## config.mk

```make
export PLATFORM = sky130hd
export DESIGN_NAME = ext_bus_pin_control
export DESIGN_NICKNAME = d
export VERILOG_FILES = /design/src/design/ext_pin_pkg.sv /design/src/design/addr_pin_mux.sv /design/src/design/ext_bus_pin_control.sv
export SDC_FILE = /design/constraint.sdc
export NUM_CORES = 1
export LEC_CHECK = 0
export BUFFER_PORTS_ARGS = -buffer_cell sky130_fd_sc_hd__buf_4
export CORE_ASPECT_RATIO = 0.8
export CORE_UTILIZATION = 56
export DETAILED_ROUTE_END_ITERATION = 7
export PLACE_DENSITY = 0.85
export SYNTH_ARGS = -nofsm -noshare
export SYNTH_HDL_FRONTEND = slang
export SYNTH_HIERARCHICAL = 1
export SYNTH_SLANG_ARGS = --single-unit
```

## constraint.sdc

```tcl
create_clock -name clk_sys_i -period 6.7 [get_ports clk_sys_i]
set_input_delay 2.01 -clock clk_sys_i [delete_from_list [all_inputs] [get_ports clk_sys_i]]
set_output_delay 2.01 -clock clk_sys_i [all_outputs]
set_load 0.005 [all_outputs]
```

## src/design/ext_pin_pkg.sv

```systemverilog
// Purpose: shared constants and types for the external bus pin control block
// Assumes: 32-bit AXI4-Lite register access, 24-bit external address bus
// Notes: register offsets are byte addresses, one aligned word each
`default_nettype none
package ext_pin_pkg;
    // =========================================================
    // register map
    localparam logic [7:0] REG_ADDR_CTRL = 8'h00; // address-enable field
    localparam logic [7:0] REG_LOW_DIR = 8'h04; // direction bits of A0..A7
    localparam logic [7:0] REG_PIN_CTRL = 8'h08; // handshake pin enables
    localparam logic [7:0] REG_PORT_OUT = 8'h0C; // port data for unused A8..A23
    localparam logic [7:0] REG_PORT_DIR = 8'h10; // port direction for unused A8..A23
    localparam logic [7:0] REG_STATUS = 8'h14; // read-only state
    // =========================================================
    // field layout
    localparam int AE_W = 4;
    localparam int UP_W = 16; // A8..A23
    localparam int LOW_W = 8; // A0..A7
    localparam int ADDR_W = 24;
    localparam int UP_LSB = 8;
    localparam int CTL_WAIT_EN = 0;
    localparam int CTL_RELEASE_EN = 1;
    localparam int CTL_REQ_OUT_EN = 2;
    localparam int CTL_STROBE_EN = 3;
    localparam int CTL_W = 4;
    localparam int ST_GRANT = 0;
    localparam int ST_REQ_OUT = 1;
    localparam int ST_FSM_LSB = 2;
    // =========================================================
    // reset values
    localparam logic [AE_W-1:0] AE_RST_ROM = 4'h0; // expanded mode with ROM
    localparam logic [AE_W-1:0] AE_RST_ROMLESS = 4'hD; // A8..A20 enabled
    localparam logic [AE_W-1:0] AE_ALL = 4'hF; // A8..A23 enabled
    localparam logic [UP_W-1:0] UP_ALL_ONES = 16'hFFFF;
    localparam logic [1:0] AXI_OKAY = 2'h0;
    localparam logic [1:0] AXI_SLVERR = 2'h2;
    // =========================================================
    // types
    typedef enum logic [1:0] {
        BUS_OWNED = 2'h0,
        BUS_RELEASING = 2'h1,
        BUS_RELEASED = 2'h3,
        BUS_RECLAIM = 2'h2
    } bus_state_e;

    typedef struct packed {
        logic [ADDR_W-1:0] val; // level on each address pin
        logic [ADDR_W-1:0] oe; // high while the pin is driven
    } addr_pins_s;

    // decode of the address-enable field into a mask of A8..A23
    function automatic logic [UP_W-1:0] ae_mask(input logic [AE_W-1:0] n);
        logic [UP_W:0] ones;
        ones = (17'h00001 << n) - 17'h00001;
        if (n == AE_ALL) begin
            ae_mask = UP_ALL_ONES;
        end else begin
            ae_mask = ones[UP_W-1:0];
        end
    endfunction
endpackage
`default_nettype wire

```

## src/design/addr_pin_mux.sv

```systemverilog
// Purpose: registered selection of address or port function on A8..A23, address drive on A0..A7
// Assumes: enable mask already decoded; released bus floats every pin in address function, port-function lines keep their drive
// Notes: upper lines left disabled fall back to their port function
`default_nettype none
module addr_pin_mux (
    input wire logic clk_sys_i,
    input wire logic rst_n_i,
    input wire logic released_i,
    input wire logic [ext_pin_pkg::UP_W-1:0] up_mask_i,
    input wire logic [ext_pin_pkg::LOW_W-1:0] low_dir_i,
    input wire logic [ext_pin_pkg::UP_W-1:0] port_out_i,
    input wire logic [ext_pin_pkg::UP_W-1:0] port_dir_i,
    input wire logic [ext_pin_pkg::ADDR_W-1:0] addr_i,
    output ext_pin_pkg::addr_pins_s pins_o
);
    import ext_pin_pkg::*;

    // =========================================================
    // pin selection
    addr_pins_s pins_ff;
    wire logic [UP_W-1:0] up_addr_oe;
    wire logic [LOW_W-1:0] low_addr_oe;
    wire logic [UP_W-1:0] up_val;
    wire logic [UP_W-1:0] up_oe;
    wire logic [ADDR_W-1:0] nxt_val;
    wire logic [ADDR_W-1:0] nxt_oe;

    // address drive stops while another master owns the bus
    assign up_addr_oe = released_i ? '0 : up_mask_i;
    assign low_addr_oe = released_i ? '0 : low_dir_i;
    // disabled upper lines carry the port value instead
    assign up_val = (addr_i[ADDR_W-1:UP_LSB] & up_mask_i) | (port_out_i & ~up_mask_i);
    assign up_oe = up_addr_oe | (port_dir_i & ~up_mask_i);
    assign nxt_val = {up_val, addr_i[LOW_W-1:0]};
    assign nxt_oe = {up_oe, low_addr_oe};

    // output register
    always_ff @(posedge clk_sys_i) begin
        if (!rst_n_i) begin
            pins_ff <= '0;
        end else begin
            pins_ff <= '{val: nxt_val, oe: nxt_oe};
        end
    end

    assign pins_o = pins_ff;
endmodule
`default_nettype wire

```

## src/design/ext_bus_pin_control.sv

```systemverilog
// Purpose: external bus pin control with address enables and bus handshakes
// Assumes: internal bus signals synchronous to clk_sys_i; external handshake pins active low
// Notes: registers over AXI4-Lite; mode strap sampled during reset
//
// Local design decisions: the register addresses and register access over AXI4-Lite.
`default_nettype none
module ext_bus_pin_control (
    input wire logic clk_sys_i,
    input wire logic rst_n_i,
    // axi4-lite slave
    input wire logic [7:0] s_axi_awaddr,
    input wire logic s_axi_awvalid,
    output logic s_axi_awready,
    input wire logic [31:0] s_axi_wdata,
    input wire logic [3:0] s_axi_wstrb,
    input wire logic s_axi_wvalid,
    output logic s_axi_wready,
    output logic [1:0] s_axi_bresp,
    output logic s_axi_bvalid,
    input wire logic s_axi_bready,
    input wire logic [7:0] s_axi_araddr,
    input wire logic s_axi_arvalid,
    output logic s_axi_arready,
    output logic [31:0] s_axi_rdata,
    output logic [1:0] s_axi_rresp,
    output logic s_axi_rvalid,
    input wire logic s_axi_rready,
    // mode strap and internal bus side
    input wire logic rom_less_i,
    input wire logic [ext_pin_pkg::ADDR_W-1:0] int_addr_i,
    input wire logic ext_access_i,
    input wire logic three_state_i,
    input wire logic dram_lower_i,
    input wire logic int_ext_req_i,
    output logic wait_hold_o,
    // external pins
    input wire logic wait_n_i,
    input wire logic bus_release_request_in_n_i,
    output logic bus_grant_n_o,
    output logic released_bus_request_out_n_o,
    output logic lower_column_strobe_n_o,
    output ext_pin_pkg::addr_pins_s addr_pins_o
);
    import ext_pin_pkg::*;

    // =========================================================
    // registers
    logic [AE_W-1:0] ae_ff;
    logic [LOW_W-1:0] low_dir_ff;
    logic [CTL_W-1:0] ctl_ff;
    logic [UP_W-1:0] port_out_ff;
    logic [UP_W-1:0] port_dir_ff;
    bus_state_e state_ff;
    bus_state_e nxt_state;
    logic grant_n_ff;
    logic req_out_n_ff;
    logic strobe_n_ff;
    logic wait_ff;
    logic aw_got_ff;
    logic w_got_ff;
    logic [7:0] aw_addr_ff;
    logic [31:0] w_data_ff;
    logic [3:0] w_strb_ff;
    logic bvalid_ff;
    logic [1:0] bresp_ff;
    logic rvalid_ff;
    logic [31:0] rdata_ff;
    logic [1:0] rresp_ff;
    logic awready_ff, wready_ff, arready_ff;

    // =========================================================
    // axi write path: address and data taken in either order
    wire logic aw_take = s_axi_awvalid && !aw_got_ff && !bvalid_ff;
    wire logic w_take = s_axi_wvalid && !w_got_ff && !bvalid_ff;
    wire logic do_write = aw_got_ff && w_got_ff && !bvalid_ff;
    wire logic [31:0] wmask = {{8{w_strb_ff[3]}}, {8{w_strb_ff[2]}},
                               {8{w_strb_ff[1]}}, {8{w_strb_ff[0]}}};
    wire logic wr_ctrl = do_write && aw_addr_ff == REG_ADDR_CTRL;
    wire logic wr_low = do_write && aw_addr_ff == REG_LOW_DIR;
    wire logic wr_pin = do_write && aw_addr_ff == REG_PIN_CTRL;
    wire logic wr_pout = do_write && aw_addr_ff == REG_PORT_OUT;
    wire logic wr_pdir = do_write && aw_addr_ff == REG_PORT_DIR;
    wire logic wr_hit = wr_ctrl || wr_low || wr_pin || wr_pout || wr_pdir
                        || aw_addr_ff == REG_STATUS;
    wire logic [31:0] wr_ae = ({28'h0000000, ae_ff} & ~wmask) | (w_data_ff & wmask);
    wire logic [31:0] wr_lo = ({24'h000000, low_dir_ff} & ~wmask) | (w_data_ff & wmask);
    wire logic [31:0] wr_ct = ({28'h0000000, ctl_ff} & ~wmask) | (w_data_ff & wmask);
    wire logic [31:0] wr_po = ({16'h0000, port_out_ff} & ~wmask) | (w_data_ff & wmask);
    wire logic [31:0] wr_pd = ({16'h0000, port_dir_ff} & ~wmask) | (w_data_ff & wmask);

    // write handshake and response
    always_ff @(posedge clk_sys_i) begin
        if (!rst_n_i) begin
            aw_got_ff <= 1'b0;
            w_got_ff <= 1'b0;
            aw_addr_ff <= 8'h00;
            w_data_ff <= 32'h00000000;
            w_strb_ff <= 4'h0;
            bvalid_ff <= 1'b0;
            bresp_ff <= AXI_OKAY;
            awready_ff <= 1'b1;
            wready_ff <= 1'b1;
        end else begin
            awready_ff <= !do_write && !aw_got_ff && !aw_take && !(bvalid_ff && !s_axi_bready);
            wready_ff <= !do_write && !w_got_ff && !w_take && !(bvalid_ff && !s_axi_bready);
            if (aw_take) begin
                aw_got_ff <= 1'b1;
                aw_addr_ff <= s_axi_awaddr;
            end
            if (w_take) begin
                w_got_ff <= 1'b1;
                w_data_ff <= s_axi_wdata;
                w_strb_ff <= s_axi_wstrb;
            end
            if (do_write) begin
                bvalid_ff <= 1'b1;
                bresp_ff <= wr_hit ? AXI_OKAY : AXI_SLVERR;
                aw_got_ff <= 1'b0;
                w_got_ff <= 1'b0;
            end else if (bvalid_ff && s_axi_bready) begin
                bvalid_ff <= 1'b0;
            end
        end
    end

    // software registers; the strap picks the address-enable reset value
    always_ff @(posedge clk_sys_i) begin
        if (!rst_n_i) begin
            ae_ff <= rom_less_i ? AE_RST_ROMLESS : AE_RST_ROM;
            low_dir_ff <= '0;
            ctl_ff <= '0;
            port_out_ff <= '0;
            port_dir_ff <= '0;
        end else begin
            if (wr_ctrl) ae_ff <= wr_ae[AE_W-1:0];
            if (wr_low) low_dir_ff <= wr_lo[LOW_W-1:0];
            if (wr_pin) ctl_ff <= wr_ct[CTL_W-1:0];
            if (wr_pout) port_out_ff <= wr_po[UP_W-1:0];
            if (wr_pdir) port_dir_ff <= wr_pd[UP_W-1:0];
        end
    end

    // =========================================================
    // axi read path: one cycle from address to data
    wire logic ar_take = s_axi_arvalid && !rvalid_ff;
    wire logic [31:0] status_word = {28'h0000000, state_ff, 2'h0}
                                    | {30'h00000000, !req_out_n_ff, !grant_n_ff};
    logic [31:0] rd_mux;
    logic rd_hit;
    always_comb begin
        rd_hit = 1'b1;
        case (s_axi_araddr)
            REG_ADDR_CTRL: rd_mux = {28'h0000000, ae_ff};
            REG_LOW_DIR: rd_mux = {24'h000000, low_dir_ff};
            REG_PIN_CTRL: rd_mux = {28'h0000000, ctl_ff};
            REG_PORT_OUT: rd_mux = {16'h0000, port_out_ff};
            REG_PORT_DIR: rd_mux = {16'h0000, port_dir_ff};
            REG_STATUS: rd_mux = status_word;
            default: begin
                rd_mux = 32'h00000000;
                rd_hit = 1'b0;
            end
        endcase
    end

    // read response register
    always_ff @(posedge clk_sys_i) begin
        if (!rst_n_i) begin
            rvalid_ff <= 1'b0;
            rdata_ff <= 32'h00000000;
            rresp_ff <= AXI_OKAY;
            arready_ff <= 1'b1;
        end else if (ar_take) begin
            rvalid_ff <= 1'b1;
            rdata_ff <= rd_mux;
            rresp_ff <= rd_hit ? AXI_OKAY : AXI_SLVERR;
            arready_ff <= 1'b0;
        end else if (rvalid_ff && s_axi_rready) begin
            rvalid_ff <= 1'b0;
            arready_ff <= 1'b1;
        end
    end

    // =========================================================
    // bus release state machine
    wire logic release_en = ctl_ff[CTL_RELEASE_EN];
    wire logic ext_req = release_en && !bus_release_request_in_n_i;
    wire logic released = state_ff == BUS_RELEASED;
    always_comb begin
        case (state_ff)
            BUS_OWNED: nxt_state = ext_req ? BUS_RELEASING : BUS_OWNED;
            // release completes only once the current external access ends
            BUS_RELEASING: nxt_state = !ext_req ? BUS_OWNED
                                     : (ext_access_i ? BUS_RELEASING : BUS_RELEASED);
            BUS_RELEASED: nxt_state = ext_req ? BUS_RELEASED : BUS_RECLAIM;
            BUS_RECLAIM: nxt_state = BUS_OWNED;
            default: nxt_state = BUS_OWNED;
        endcase
    end

    // handshake pins, all registered
    wire logic nxt_grant_n = nxt_state != BUS_RELEASED;
    wire logic nxt_req_out_n = !(nxt_state == BUS_RELEASED && int_ext_req_i
                                 && ctl_ff[CTL_REQ_OUT_EN]);
    wire logic nxt_strobe_n = !(ctl_ff[CTL_STROBE_EN] && ext_access_i
                                && dram_lower_i && !released);
    wire logic nxt_wait = ctl_ff[CTL_WAIT_EN] && !wait_n_i && ext_access_i
                          && three_state_i && !released;
    always_ff @(posedge clk_sys_i) begin
        if (!rst_n_i) begin
            state_ff <= BUS_OWNED;
            grant_n_ff <= 1'b1;
            req_out_n_ff <= 1'b1;
            strobe_n_ff <= 1'b1;
            wait_ff <= 1'b0;
        end else begin
            state_ff <= nxt_state;
            grant_n_ff <= nxt_grant_n;
            req_out_n_ff <= nxt_req_out_n;
            strobe_n_ff <= nxt_strobe_n;
            wait_ff <= nxt_wait;
        end
    end

    // =========================================================
    // address pin selection
    wire logic [UP_W-1:0] up_mask = ae_mask(ae_ff);
    addr_pin_mux u_mux (
        .clk_sys_i(clk_sys_i),
        .rst_n_i(rst_n_i),
        .released_i(released),
        .up_mask_i(up_mask),
        .low_dir_i(low_dir_ff),
        .port_out_i(port_out_ff),
        .port_dir_i(port_dir_ff),
        .addr_i(int_addr_i),
        .pins_o(addr_pins_o)
    );

    // output ports
    assign s_axi_awready = awready_ff;
    assign s_axi_wready = wready_ff;
    assign s_axi_bvalid = bvalid_ff;
    assign s_axi_bresp = bresp_ff;
    assign s_axi_arready = arready_ff;
    assign s_axi_rvalid = rvalid_ff;
    assign s_axi_rdata = rdata_ff;
    assign s_axi_rresp = rresp_ff;
    assign bus_grant_n_o = grant_n_ff;
    assign released_bus_request_out_n_o = req_out_n_ff;
    assign lower_column_strobe_n_o = strobe_n_ff;
    assign wait_hold_o = wait_ff;
endmodule
`default_nettype wire

```

==> impl_metrics.env, run 1 <==
export IMPL_num_rows=34
export IMPL_synth_adder_area_share_pct=0.1941
export IMPL_synthCells=667
export IMPL_path_max_fanout=12
export IMPL_synth_ff_latch_count=153
export IMPL_startpoint_type="input pin"
export IMPL_synth_common_cells="dfxtp_1, nor2_1, mux2i_1, nand2_1, o21ai_0"
export IMPL_cp_end_kind="flip-flop"
export IMPL_synth_xor_area_share_pct=0.2717
export IMPL_cts_resized_gates=0
export IMPL_area_growth_pct=25.43
export IMPL_ios=183
export IMPL_crit_start="s_axi_araddr[1]"
export IMPL_post_place_cells=921
export IMPL_path_clk_slew_ns=0.06
export IMPL_grt_first_pass_wirelength_mm=25.88
export IMPL_endpoint="s_axi_rdata[12]"
export IMPL_wirelength_mm=16.15
export IMPL_clock_path_buffers=2
export IMPL_htreeDepth=4
export IMPL_cts_sinks=153
export IMPL_powerDensity_nw_per_um2=260.3
export IMPL_clock_fmax_ghz=0.2515
export IMPL_die_h_um=97.96
export IMPL_synth_warnings=6
export IMPL_initial_core_util_pct=58.51
export IMPL_finalHoldViolCount=0
export IMPL_synth_compound_area_share_pct=11.01
export IMPL_synthTopCellsByArea="dfxtp_1, mux2i_1, nor2_1, nand2_1, nand2b_1"
export IMPL_seq_area_frac_synth_pct=48.14
export IMPL_via_per_inst=5.481
export IMPL_synth_most_common_cell="dfxtp_1"
export IMPL_antenna_cells=0
export IMPL_fill_cells=826
export IMPL_synth_edf_count=4
export IMPL_skew_ns=0.006296
export IMPL_grt_start_max_net_pins=59
export IMPL_tns_ns=0
export IMPL_p_leak_nw=3.284
export IMPL_rr_startpoint="ae_ff[1]"
export IMPL_drv_slew=0
export IMPL_ant_nets=0
export IMPL_worst_pin_slew_ns=1.179
export IMPL_final_cells=953
export IMPL_fin_crit_sh_pct=59.35
export IMPL_synth_distinct_cells=55
export IMPL_hold_slack_ns=0.4327
export IMPL_synth_top_family_by_area="simple AND/OR/NAND/NOR gates"
export IMPL_design_area_um2=8085
export IMPL_maxCapViolations=0
export IMPL_synth_top_area_share_pct=46.27
export IMPL_ir_drop_mv=0.1740
export IMPL_cp_required_ns=7.04
export IMPL_worstSetupPathType="in2reg"
export IMPL_nets=887
export IMPL_dieArea_um2=11950
export IMPL_layout_core_utilization_pct=73.38
export IMPL_grt_overflow=0
export IMPL_hold_path_class="reg2reg"
export IMPL_clock_latency_ns=0.43
export IMPL_hpwl_mm=11.51
export IMPL_r2r_cells=9
export IMPL_ys_flop_type="dfxtp_1"
export IMPL_ctsHoldBuffers=0
export IMPL_core_region_area_um2=11020
export IMPL_synthArstFlopShare_pct=0
export IMPL_r2r_end="u_mux/pins_o[42]"
export IMPL_dpl_cell_area_um2=7513
export IMPL_die_w_um=122.0
export IMPL_wire_per_inst_um=16.94
export IMPL_drive_gt1_share_pct=27.07
export IMPL_gp_congestion=0.8848
export IMPL_setup_viol=0
export IMPL_drc=0
export IMPL_syn_area_um2=6446
export IMPL_root_buffer="clkbuf_16"
export IMPL_port_buffers=146
export IMPL_rrSetupSlack_ns=3.88
export IMPL_cts_setup_buffers=0
export IMPL_status="completed"
export IMPL_grt_pass1_vias=5032
export IMPL_avgSynthCellArea_um2=9.664
export IMPL_track_usage_pct=28.34
export IMPL_synth_top_area_cell="dfxtp_1"
export IMPL_dr_total_vias=5223
export IMPL_relSlewSlack_pct=21.18
export IMPL_yosys_mux_area_fraction_pct=12.25
export IMPL_cts_tree="done"
export IMPL_period_needed_ns=3.976
export IMPL_synthSimpleGateAreaFrac_pct=22.90
export IMPL_drt_iter0_drc=469
export IMPL_crit_arrival_ns=4.32
export IMPL_antenna_found_initial=0
export IMPL_first_pass_iters=5
export IMPL_rsz0062_at_grt="no"
export IMPL_cts_buffers=17
==> critical path: stages <==
cell	delay, ns
buf_4	0.10
or4_1	0.70
nor4b_2	1.05
a22oi_1	0.24
o21ai_0	0.21
==> area by class of cell <==
type	count	area (µm²)	area share, %
Sequential cell	153	3103	38.38
Multi-Input combinational cell	465	3078	38.07
Timing Repair Buffer	148	1111	13.74
Clock buffer	19	442.9	5.478
Tap cell	144	180.2	2.228
Clock inverter	13	128.9	1.594
Inverter	11	41.29	0.5107
==> placed cells by master (no fill, tap or decap), types with 14 or more instances in the layout <==
cell type,n
nand2b_1,26
o21ai_0,30
dfxtp_1,149
nor2b_1,22
buf_4,148
a22oi_1,14
mux2i_1,71
conb_1,18
nand2_1,69
clkbuf_16,17
and2_1,17
a21oi_1,26
nor2_1,83
==> how the worst min path moves through the flow <==
stage | start | to | slack [ns] | depth (start not counted)
floorplan | flip-flop | lower_column_strobe_n_o | 0.38 | 1
global placement | flip-flop | lower_column_strobe_n_o | 0.42 | 1
detailed placement | flip-flop | lower_column_strobe_n_o | 0.42 | 1
CTS | flip-flop | lower_column_strobe_n_o | 0.43 | 1
global route | flip-flop | lower_column_strobe_n_o | 0.45 | 1
finish | flip-flop | lower_column_strobe_n_o | 0.43 | 1
==> cell families after synthesis <==
| kind of cell | Yosys count |
|---|---|
| AO/OA/AOI/OAI | 106 |
| flip-flops | 153 |
| multiplexers | 75 |
| other | 1 |
| buffers and inverters | 66 |
| XOR/XNOR | 2 |
| AND/OR/NAND/NOR | 263 |
| adder cells (fa/ha/maj) | 1 |
==> routing by layer <==
metal | GRT usage, % | part of all wire [%]
met5 | 0 | 0
met4 | 8.642 | 1.5
met3 | 7.827 | 8.0
met2 | 45.81 | 48
met1 | 36.67 | 42
==> power breakdown <==
group | leakage [nW] | internal, W | switching [W] | total, W
logic | 1.75 | 0.0000995 | 0.000102 | 0.000201
registers | 1.26 | 0.000946 | 0.0000313 | 0.000978
clock network | 0.274 | 0.000553 | 0.000373 | 0.000926
==> per-stage QoR <==
step           setup slack (ns)  total power (W)
6_report                  2.724         0.002104
5_1_grt                   2.627         0.002174
4_1_cts                   2.775         0.002107
3_5_place_dp              2.427         0.001195
3_3_place_gp              2.521         0.001185
2_1_floorplan             3.164         0.001115
(Power assumes the default switching activity.)
==> inputs of run 2 (changes only) <==
--- a/config.mk
+++ b/config.mk
@@ -7,9 +7,9 @@
 export LEC_CHECK = 0
 export BUFFER_PORTS_ARGS = -buffer_cell sky130_fd_sc_hd__buf_4
 export CORE_ASPECT_RATIO = 0.8
-export CORE_UTILIZATION = 56
+export CORE_UTILIZATION = 47
 export DETAILED_ROUTE_END_ITERATION = 7
-export PLACE_DENSITY = 0.85
+export PLACE_DENSITY = 0.76
 export SYNTH_ARGS = -nofsm -noshare
 export SYNTH_HDL_FRONTEND = slang
 export SYNTH_HIERARCHICAL = 1
==> constraint.sdc (replaced) <==
create_clock -name clk_sys_i -period 3.3 [get_ports clk_sys_i]
set_input_delay 0.99 -clock clk_sys_i [delete_from_list [all_inputs] [get_ports clk_sys_i]]
set_output_delay 0.99 -clock clk_sys_i [all_outputs]
set_load 0.005 [all_outputs]
==> run 2 against run 1 <==
Effect of this change:
- worst hold slack better by 0.016 ns
- core utilization is 10 points lower
- clock power increased by 130%
- cell area rose by 2.0%
- worst setup slack worse by 2.1 ns
- global-route usage down 4.4 points
==> impl_metrics.env, run 2 (synthesis results as in run 1) <==
export IMPL_worst_pin_slew_ns=1.118
export IMPL_cpPeakStageDelay_ns=0.58
export IMPL_power_w=0.004502
export IMPL_ctsHoldBuffers=0
export IMPL_nets=891
export IMPL_cp_required_ns=3.60
export IMPL_multiInputGateArea_um2=3078
export IMPL_first_pass_iters=5
export IMPL_cts_setup_buffers=0
export IMPL_p_int_w=0.003464
export IMPL_dr_total_vias=5157
export IMPL_crit_path_top_delay_cell="edfxtp_1"
export IMPL_die_w_um=132.9
export IMPL_crit_family="simple AND/OR/NAND/NOR gates"
export IMPL_switching_share_pct=23.05
export IMPL_grt_first_pass_wirelength_mm=26.18
export IMPL_grt_pass1_vias=4997
export IMPL_ios=183
export IMPL_clockPowerShare_pct=46.8
export IMPL_r2r_end="u_mux/pins_o[42]"
export IMPL_whs_endpoint="lower_column_strobe_n_o"
export IMPL_cp_end_kind="flip-flop"
export IMPL_drive_gt1_share_pct=27.55
export IMPL_rsz0062_at_grt="no"
export IMPL_hold_path_class="reg2reg"
export IMPL_skew_ns=0.008910
export IMPL_root_buffer="clkbuf_16"
export IMPL_period_needed_ns=2.668
export IMPL_track_usage_pct=23.99
export IMPL_gp_congestion=0.8486
export IMPL_maxCapViolations=0
export IMPL_holdPathStages=1
export IMPL_area_growth_pct=27.95
export IMPL_grt_start_max_net_pins=59
export IMPL_critPathBufInv=0
export IMPL_fill_cells=1063
export IMPL_pwr_share_seq_pct=44.1
export IMPL_path_cells="nor2_1, nand2_1, ha_1, nor2_1, xor2_1, a22oi_1, o21ai_0, mux2i_1, nor2b_1"
export IMPL_relSlewSlack_pct=25.13
export IMPL_via_per_inst=5.220
export IMPL_crit_arrival_ns=2.97
export IMPL_cts_resized_gates=0
export IMPL_antenna_found_initial=0
export IMPL_p_leak_nw=3.347
export IMPL_final_common_cell="buf_4"
export IMPL_clock_latency_ns=0.41
export IMPL_switching_power_w=0.001038
export IMPL_die_h_um=106.8
export IMPL_powerDensity_nw_per_um2=545.8
export IMPL_core_region_area_um2=13100
export IMPL_ir_drop_mv=0.3573
export IMPL_cp_common_cell="nor2_1"
export IMPL_startpoint_type="flip-flop"
export IMPL_cts_sinks=153
export IMPL_clock_path_buffers=2
export IMPL_hold_slack_ns=0.4484
export IMPL_r2r_cells=9
export IMPL_drv_slew=0
export IMPL_regArea_um2=3103
export IMPL_cts_buffers=17
export IMPL_rrSetupSlack_ns=0.63
export IMPL_status="completed"
export IMPL_path_clk_slew_ns=0.06
export IMPL_hpwl_mm=11.89
export IMPL_clock_fmax_ghz=0.3748
export IMPL_drt_iter0_drc=601
export IMPL_wirelength_mm=16.49
export IMPL_num_rows=37
export IMPL_pwr_share_comb_pct=9.1
export IMPL_port_buffers=146
export IMPL_worstSetupPathType="reg2reg"
export IMPL_tns_ns=0
export IMPL_htreeDepth=4
export IMPL_setup_viol=0
export IMPL_layout_common_cells="buf_4, dfxtp_1, nor2_1, mux2i_1, nand2_1"
export IMPL_path_max_fanout=11
export IMPL_dieArea_um2=14190
export IMPL_ant_nets=0
export IMPL_antenna_cells=0
export IMPL_wire_per_inst_um=16.69
export IMPL_cts_tree="done"
export IMPL_finalHoldViolCount=0
export IMPL_drc=0
export IMPL_initial_core_util_pct=49.20
export IMPL_fin_crit_sh_pct=80.84
export IMPL_grt_overflow=0
run 2: final cells by class:
cell class	count	share of cell area (%)
sequential	153	37.62
clock buffer	19	5.628
clock inverter	13	2.291
multi-input combinational	465	37.32
timing repair buffer	152	13.99
inverter	11	0.5006
tap	175	2.655
run 2: how the worst max path moves through the flow:
stage / endpoint / depth (start not counted) / start / slack (ns)
after global routing: u_mux/pins_o[42] / 9 / flip-flop / 0.41
after global placement: s_axi_rdata[13] / 5 / s_axi_araddr[1] / 0.51
after detailed placement: s_axi_rdata[10] / 5 / s_axi_araddr[1] / 0.49
after CTS: u_mux/pins_o[42] / 9 / flip-flop / 0.68
final: u_mux/pins_o[42] / 9 / flip-flop / 0.63
after floorplan: s_axi_rdata[10] / 6 / s_axi_araddr[1] / 0.78
run 2: stage by stage:
stage | setup slack [ns] | area [µm²] | utilization (%) | cells
3_3_place_gp | 0.5110 | 7595 | 57.97 | 956
3_5_place_dp | 0.4894 | 7595 | 57.97 | 956
6_report | 0.6323 | 8248 | 62.95 | 988
2_1_floorplan | 0.7842 | 6510 | - | 684
5_1_grt | 0.4101 | 8248 | 62.95 | 988
4_1_cts | 0.6790 | 8248 | 62.95 | 988
run 2: layer usage:
| layer | routed length, µm | global-route usage (%) | vias up |
|---|---|---|---|
| met2 | 7848 | 39.42 | 191 |
| met5 | 0 | 0 | - |
| li1 | - | - | 2509 |
| met3 | 1076 | 5.579 | 19 |
| met1 | 7401 | 31.64 | 2438 |
| met4 | 165 | 6.404 | 0 |
run 2: power by group through the flow:
stage / clock [W] / sequential (W) / combinational, W
2_1_floorplan: 0 / 0.00200 / 0.000266
3_3_place_gp: 0 / 0.00202 / 0.000395
3_5_place_dp: 0 / 0.00202 / 0.000406
4_1_cts: 0.00213 / 0.00198 / 0.000409
5_1_grt: 0.00223 / 0.00199 / 0.000445
6_report: 0.00211 / 0.00198 / 0.000409
==> inputs of run 3 (changes only) <==
--- a/config.mk
+++ b/config.mk
@@ -5,6 +5,7 @@
 export SDC_FILE = /design/constraint.sdc
 export NUM_CORES = 1
 export LEC_CHECK = 0
+export ABC_AREA = 1
 export BUFFER_PORTS_ARGS = -buffer_cell sky130_fd_sc_hd__buf_4
 export CORE_ASPECT_RATIO = 0.8
 export CORE_UTILIZATION = 47
==> constraint.sdc (replaced) <==
create_clock -name clk_sys_i -period 2.29 [get_ports clk_sys_i]
set_input_delay 0.687 -clock clk_sys_i [delete_from_list [all_inputs] [get_ports clk_sys_i]]
set_output_delay 0.687 -clock clk_sys_i [all_outputs]
set_load 0.005 [all_outputs]
==> run 3 against run 2 <==
Effect of this change:
- synthesized area grew 1.8%
- core utilization shrank 1.6 points
- clock skew shrank 0.0031 ns
- worst setup slack lost 0.37 ns
- cell area grew 1.1%
- sequential share of layout area shrank 0.42 points
- die area grew 1.8%
- maximum frequency grew 31%
- clock power grew 41%
- critical path type unchanged
- largest power group unchanged
- highest routed layer unchanged
==> impl_metrics.env, run 3 <==
export IMPL_status="completed"
export IMPL_wire_per_inst_um=13.75
export IMPL_core_region_area_um2=13600
export IMPL_drc=0
export IMPL_synthTopCellsByArea="dfxtp_1, nand2_1, nor2_1, inv_1, a21oi_1"
export IMPL_final_common_cell="buf_4"
export IMPL_synth_warnings=6
export IMPL_grt_first_pass_wirelength_mm=26.34
export IMPL_antenna_found_initial=0
export IMPL_gp_congestion=0.9044
export IMPL_cts_sinks=153
export IMPL_ys_flop_type="dfxtp_1"
export IMPL_layout_common_cells="buf_4, dfxtp_1, nand2_1, nor2_1, inv_1"
export IMPL_finalHoldViolCount=0
export IMPL_post_place_cells=1187
export IMPL_wirelength_mm=16.76
export IMPL_hold_path_class="reg2reg"
export IMPL_area_growth_pct=27.07
export IMPL_synth_most_common_cell="dfxtp_1"
export IMPL_cts_buffers=17
export IMPL_period_needed_ns=2.031
export IMPL_ios=183
export IMPL_setup_slack_ns=0.2586
export IMPL_relSlewSlack_pct=52.99
export IMPL_synth_ff_latch_count=153
export IMPL_path_max_fanout=7
export IMPL_ir_drop_mv=0.5953
export IMPL_die_w_um=134.1
export IMPL_cts_tree="done"
export IMPL_port_buffers=146
export IMPL_dieArea_um2=14450
export IMPL_clock_latency_ns=0.42
export IMPL_dr_total_vias=5983
export IMPL_syn_area_um2=6564
export IMPL_design_area_um2=8341
export IMPL_drt_iter0_drc=456
export IMPL_grt_start_max_net_pins=54
export IMPL_seq_area_frac_synth_pct=47.27
export IMPL_p_leak_nw=3.762
export IMPL_setup_viol=0
export IMPL_maxCapViolations=0
export IMPL_worstSetupPathType="reg2reg"
export IMPL_path_clk_slew_ns=0.06
export IMPL_final_cells=1219
export IMPL_synth_edf_count=4
export IMPL_avgSynthCellArea_um2=7.476
export IMPL_synthArstFlopShare_pct=0
export IMPL_worst_pin_slew_ns=0.7044
export IMPL_layout_core_utilization_pct=61.34
export IMPL_crit_arrival_ns=2.35
export IMPL_antenna_cells=0
export IMPL_first_pass_iters=5
export IMPL_cp_end_kind="flip-flop"
export IMPL_hpwl_mm=12.07
export IMPL_synth_distinct_cells=42
export IMPL_fin_crit_sh_pct=88.71
export IMPL_pre_cts_slack_ns=-0.08448
export IMPL_grt_overflow=0
export IMPL_grt_pass1_vias=5320
export IMPL_synth_top_area_cell="dfxtp_1"
export IMPL_powerDensity_nw_per_um2=783.0
export IMPL_power_w=0.006531
export IMPL_dpl_cell_area_um2=7706
export IMPL_ctsHoldBuffers=0
export IMPL_htreeDepth=4
export IMPL_synthCells=878
export IMPL_nets=1117
export IMPL_synth_top_area_share_pct=45.44
export IMPL_initial_core_util_pct=48.27
export IMPL_root_buffer="clkbuf_16"
export IMPL_startpoint_type="flip-flop"
export IMPL_rsz0062_at_grt="no"
export IMPL_synth_common_cells="dfxtp_1, nand2_1, nor2_1, inv_1, a21oi_1"
export IMPL_via_per_inst=4.908
export IMPL_cp_required_ns=2.60
export IMPL_num_rows=38
export IMPL_track_usage_pct=23.67
export IMPL_drive_gt1_share_pct=23.48
export IMPL_drv_slew=0
export IMPL_skew_ns=0.005793
export IMPL_ant_nets=0
export IMPL_die_h_um=107.7
export IMPL_clock_fmax_ghz=0.4923
export IMPL_clock_path_buffers=2
export IMPL_fill_cells=1223
run 3: cell types whose count changed after synthesis, sizes merged, moves of 54 or more:
cell / before / now
nand2: 69 / 158
mux2i: 71 / 0
a21oi: 26 / 81
o21ai: 30 / 84
nor2: 83 / 153
inv: 10 / 122
run 3: repair_timing:
| item | 4_1_cts | 5_1_grt |
|---|---|---|
| endpoints found under the setup margin | 0 | 6 |
| buffers inserted | 0 | 0 |
| gates resized for setup | 0 | 3 |
run 3: critical path, stage by stage (launching register included):
cell	delay, ns
edfxtp_1	0.53
nor2_1	0.10
nand2_1	0.07
ha_1	0.20
inv_1	0.09
a21oi_1	0.16
inv_1	0.11
nor2_1	0.19
a21oi_1	0.10
o21ai_1	0.16
nand2_1	0.09
nand2_1	0.07
nor2_1	0.04
run 3: cell type report:
type                    instances  area [µm²]  share of cell area (%)
multi-input cells             568        2701                   32.39
flip-flops and latches        153        3103                   37.20
repair buffers                162        1216                   14.58
clock buffers                  20       456.7                   5.476
well taps                     180       225.2                   2.700
inverters                     124       465.4                   5.581
clock inverters                12       172.7                   2.070
run 3: logic make-up (layout without fill, tap and decap cells):
logic type | count (synthesis) | count (layout) | synth area share (%)
AOI/OAI and AO/OA | 184 | 184 | 14.91
xor gates and xnor gates | 1 | 1 | 0.1335
adders and majority gates | 1 | 1 | 0.1906
buffers and inverters | 174 | 318 | 12.62
DFF | 153 | 153 | 47.27
other | 1 | 18 | 0.05713
and+or+nand+nor | 364 | 364 | 24.82
run 3: stage by stage:
step	setup TNS [ns]	hold slack, ns
6_report	0	0.4409
5_1_grt	0	0.4463
4_1_cts	0	0.4396
3_5_place_dp	-0.3593	0.4243
3_3_place_gp	-0.1176	0.4217
2_1_floorplan	0	0.3971
run 3: layer usage:
| metal | vias up | wire, µm | part of all wire, % | global-route usage (%) |
|---|---|---|---|---|
| met1 | 2706 | 7714 | 46 | 32.33 |
| met5 | - | 0 | 0 | 0 |
| met2 | 218 | 7480 | 45 | 37.71 |
| met3 | 25 | 1308 | 7.8 | 4.520 |
| li1 | 3034 | - | - | - |
| met4 | 0 | 259 | 1.5 | 7.384 |
run 3: worst paths after layout:
path | from | end | slack (ns) | cells past startpoint
max reg2reg | flip-flop | u_mux/pins_o[40] | 0.26 | 12
max | flip-flop | u_mux/pins_o[40] | 0.26 | 12
min | flip-flop | released_bus_request_out_n_o | 0.44 | 1
min reg2reg | flip-flop | released_bus_request_out_n_o | 0.44 | 1
run 3: report_power, final:
part	switching [W]	total [W]	internal, W
sequential	0.0000856	0.00288	0.00279
combinational	0.000392	0.000682	0.000290
clock	0.00110	0.00297	0.00188
total	0.00157	0.00653	0.00496
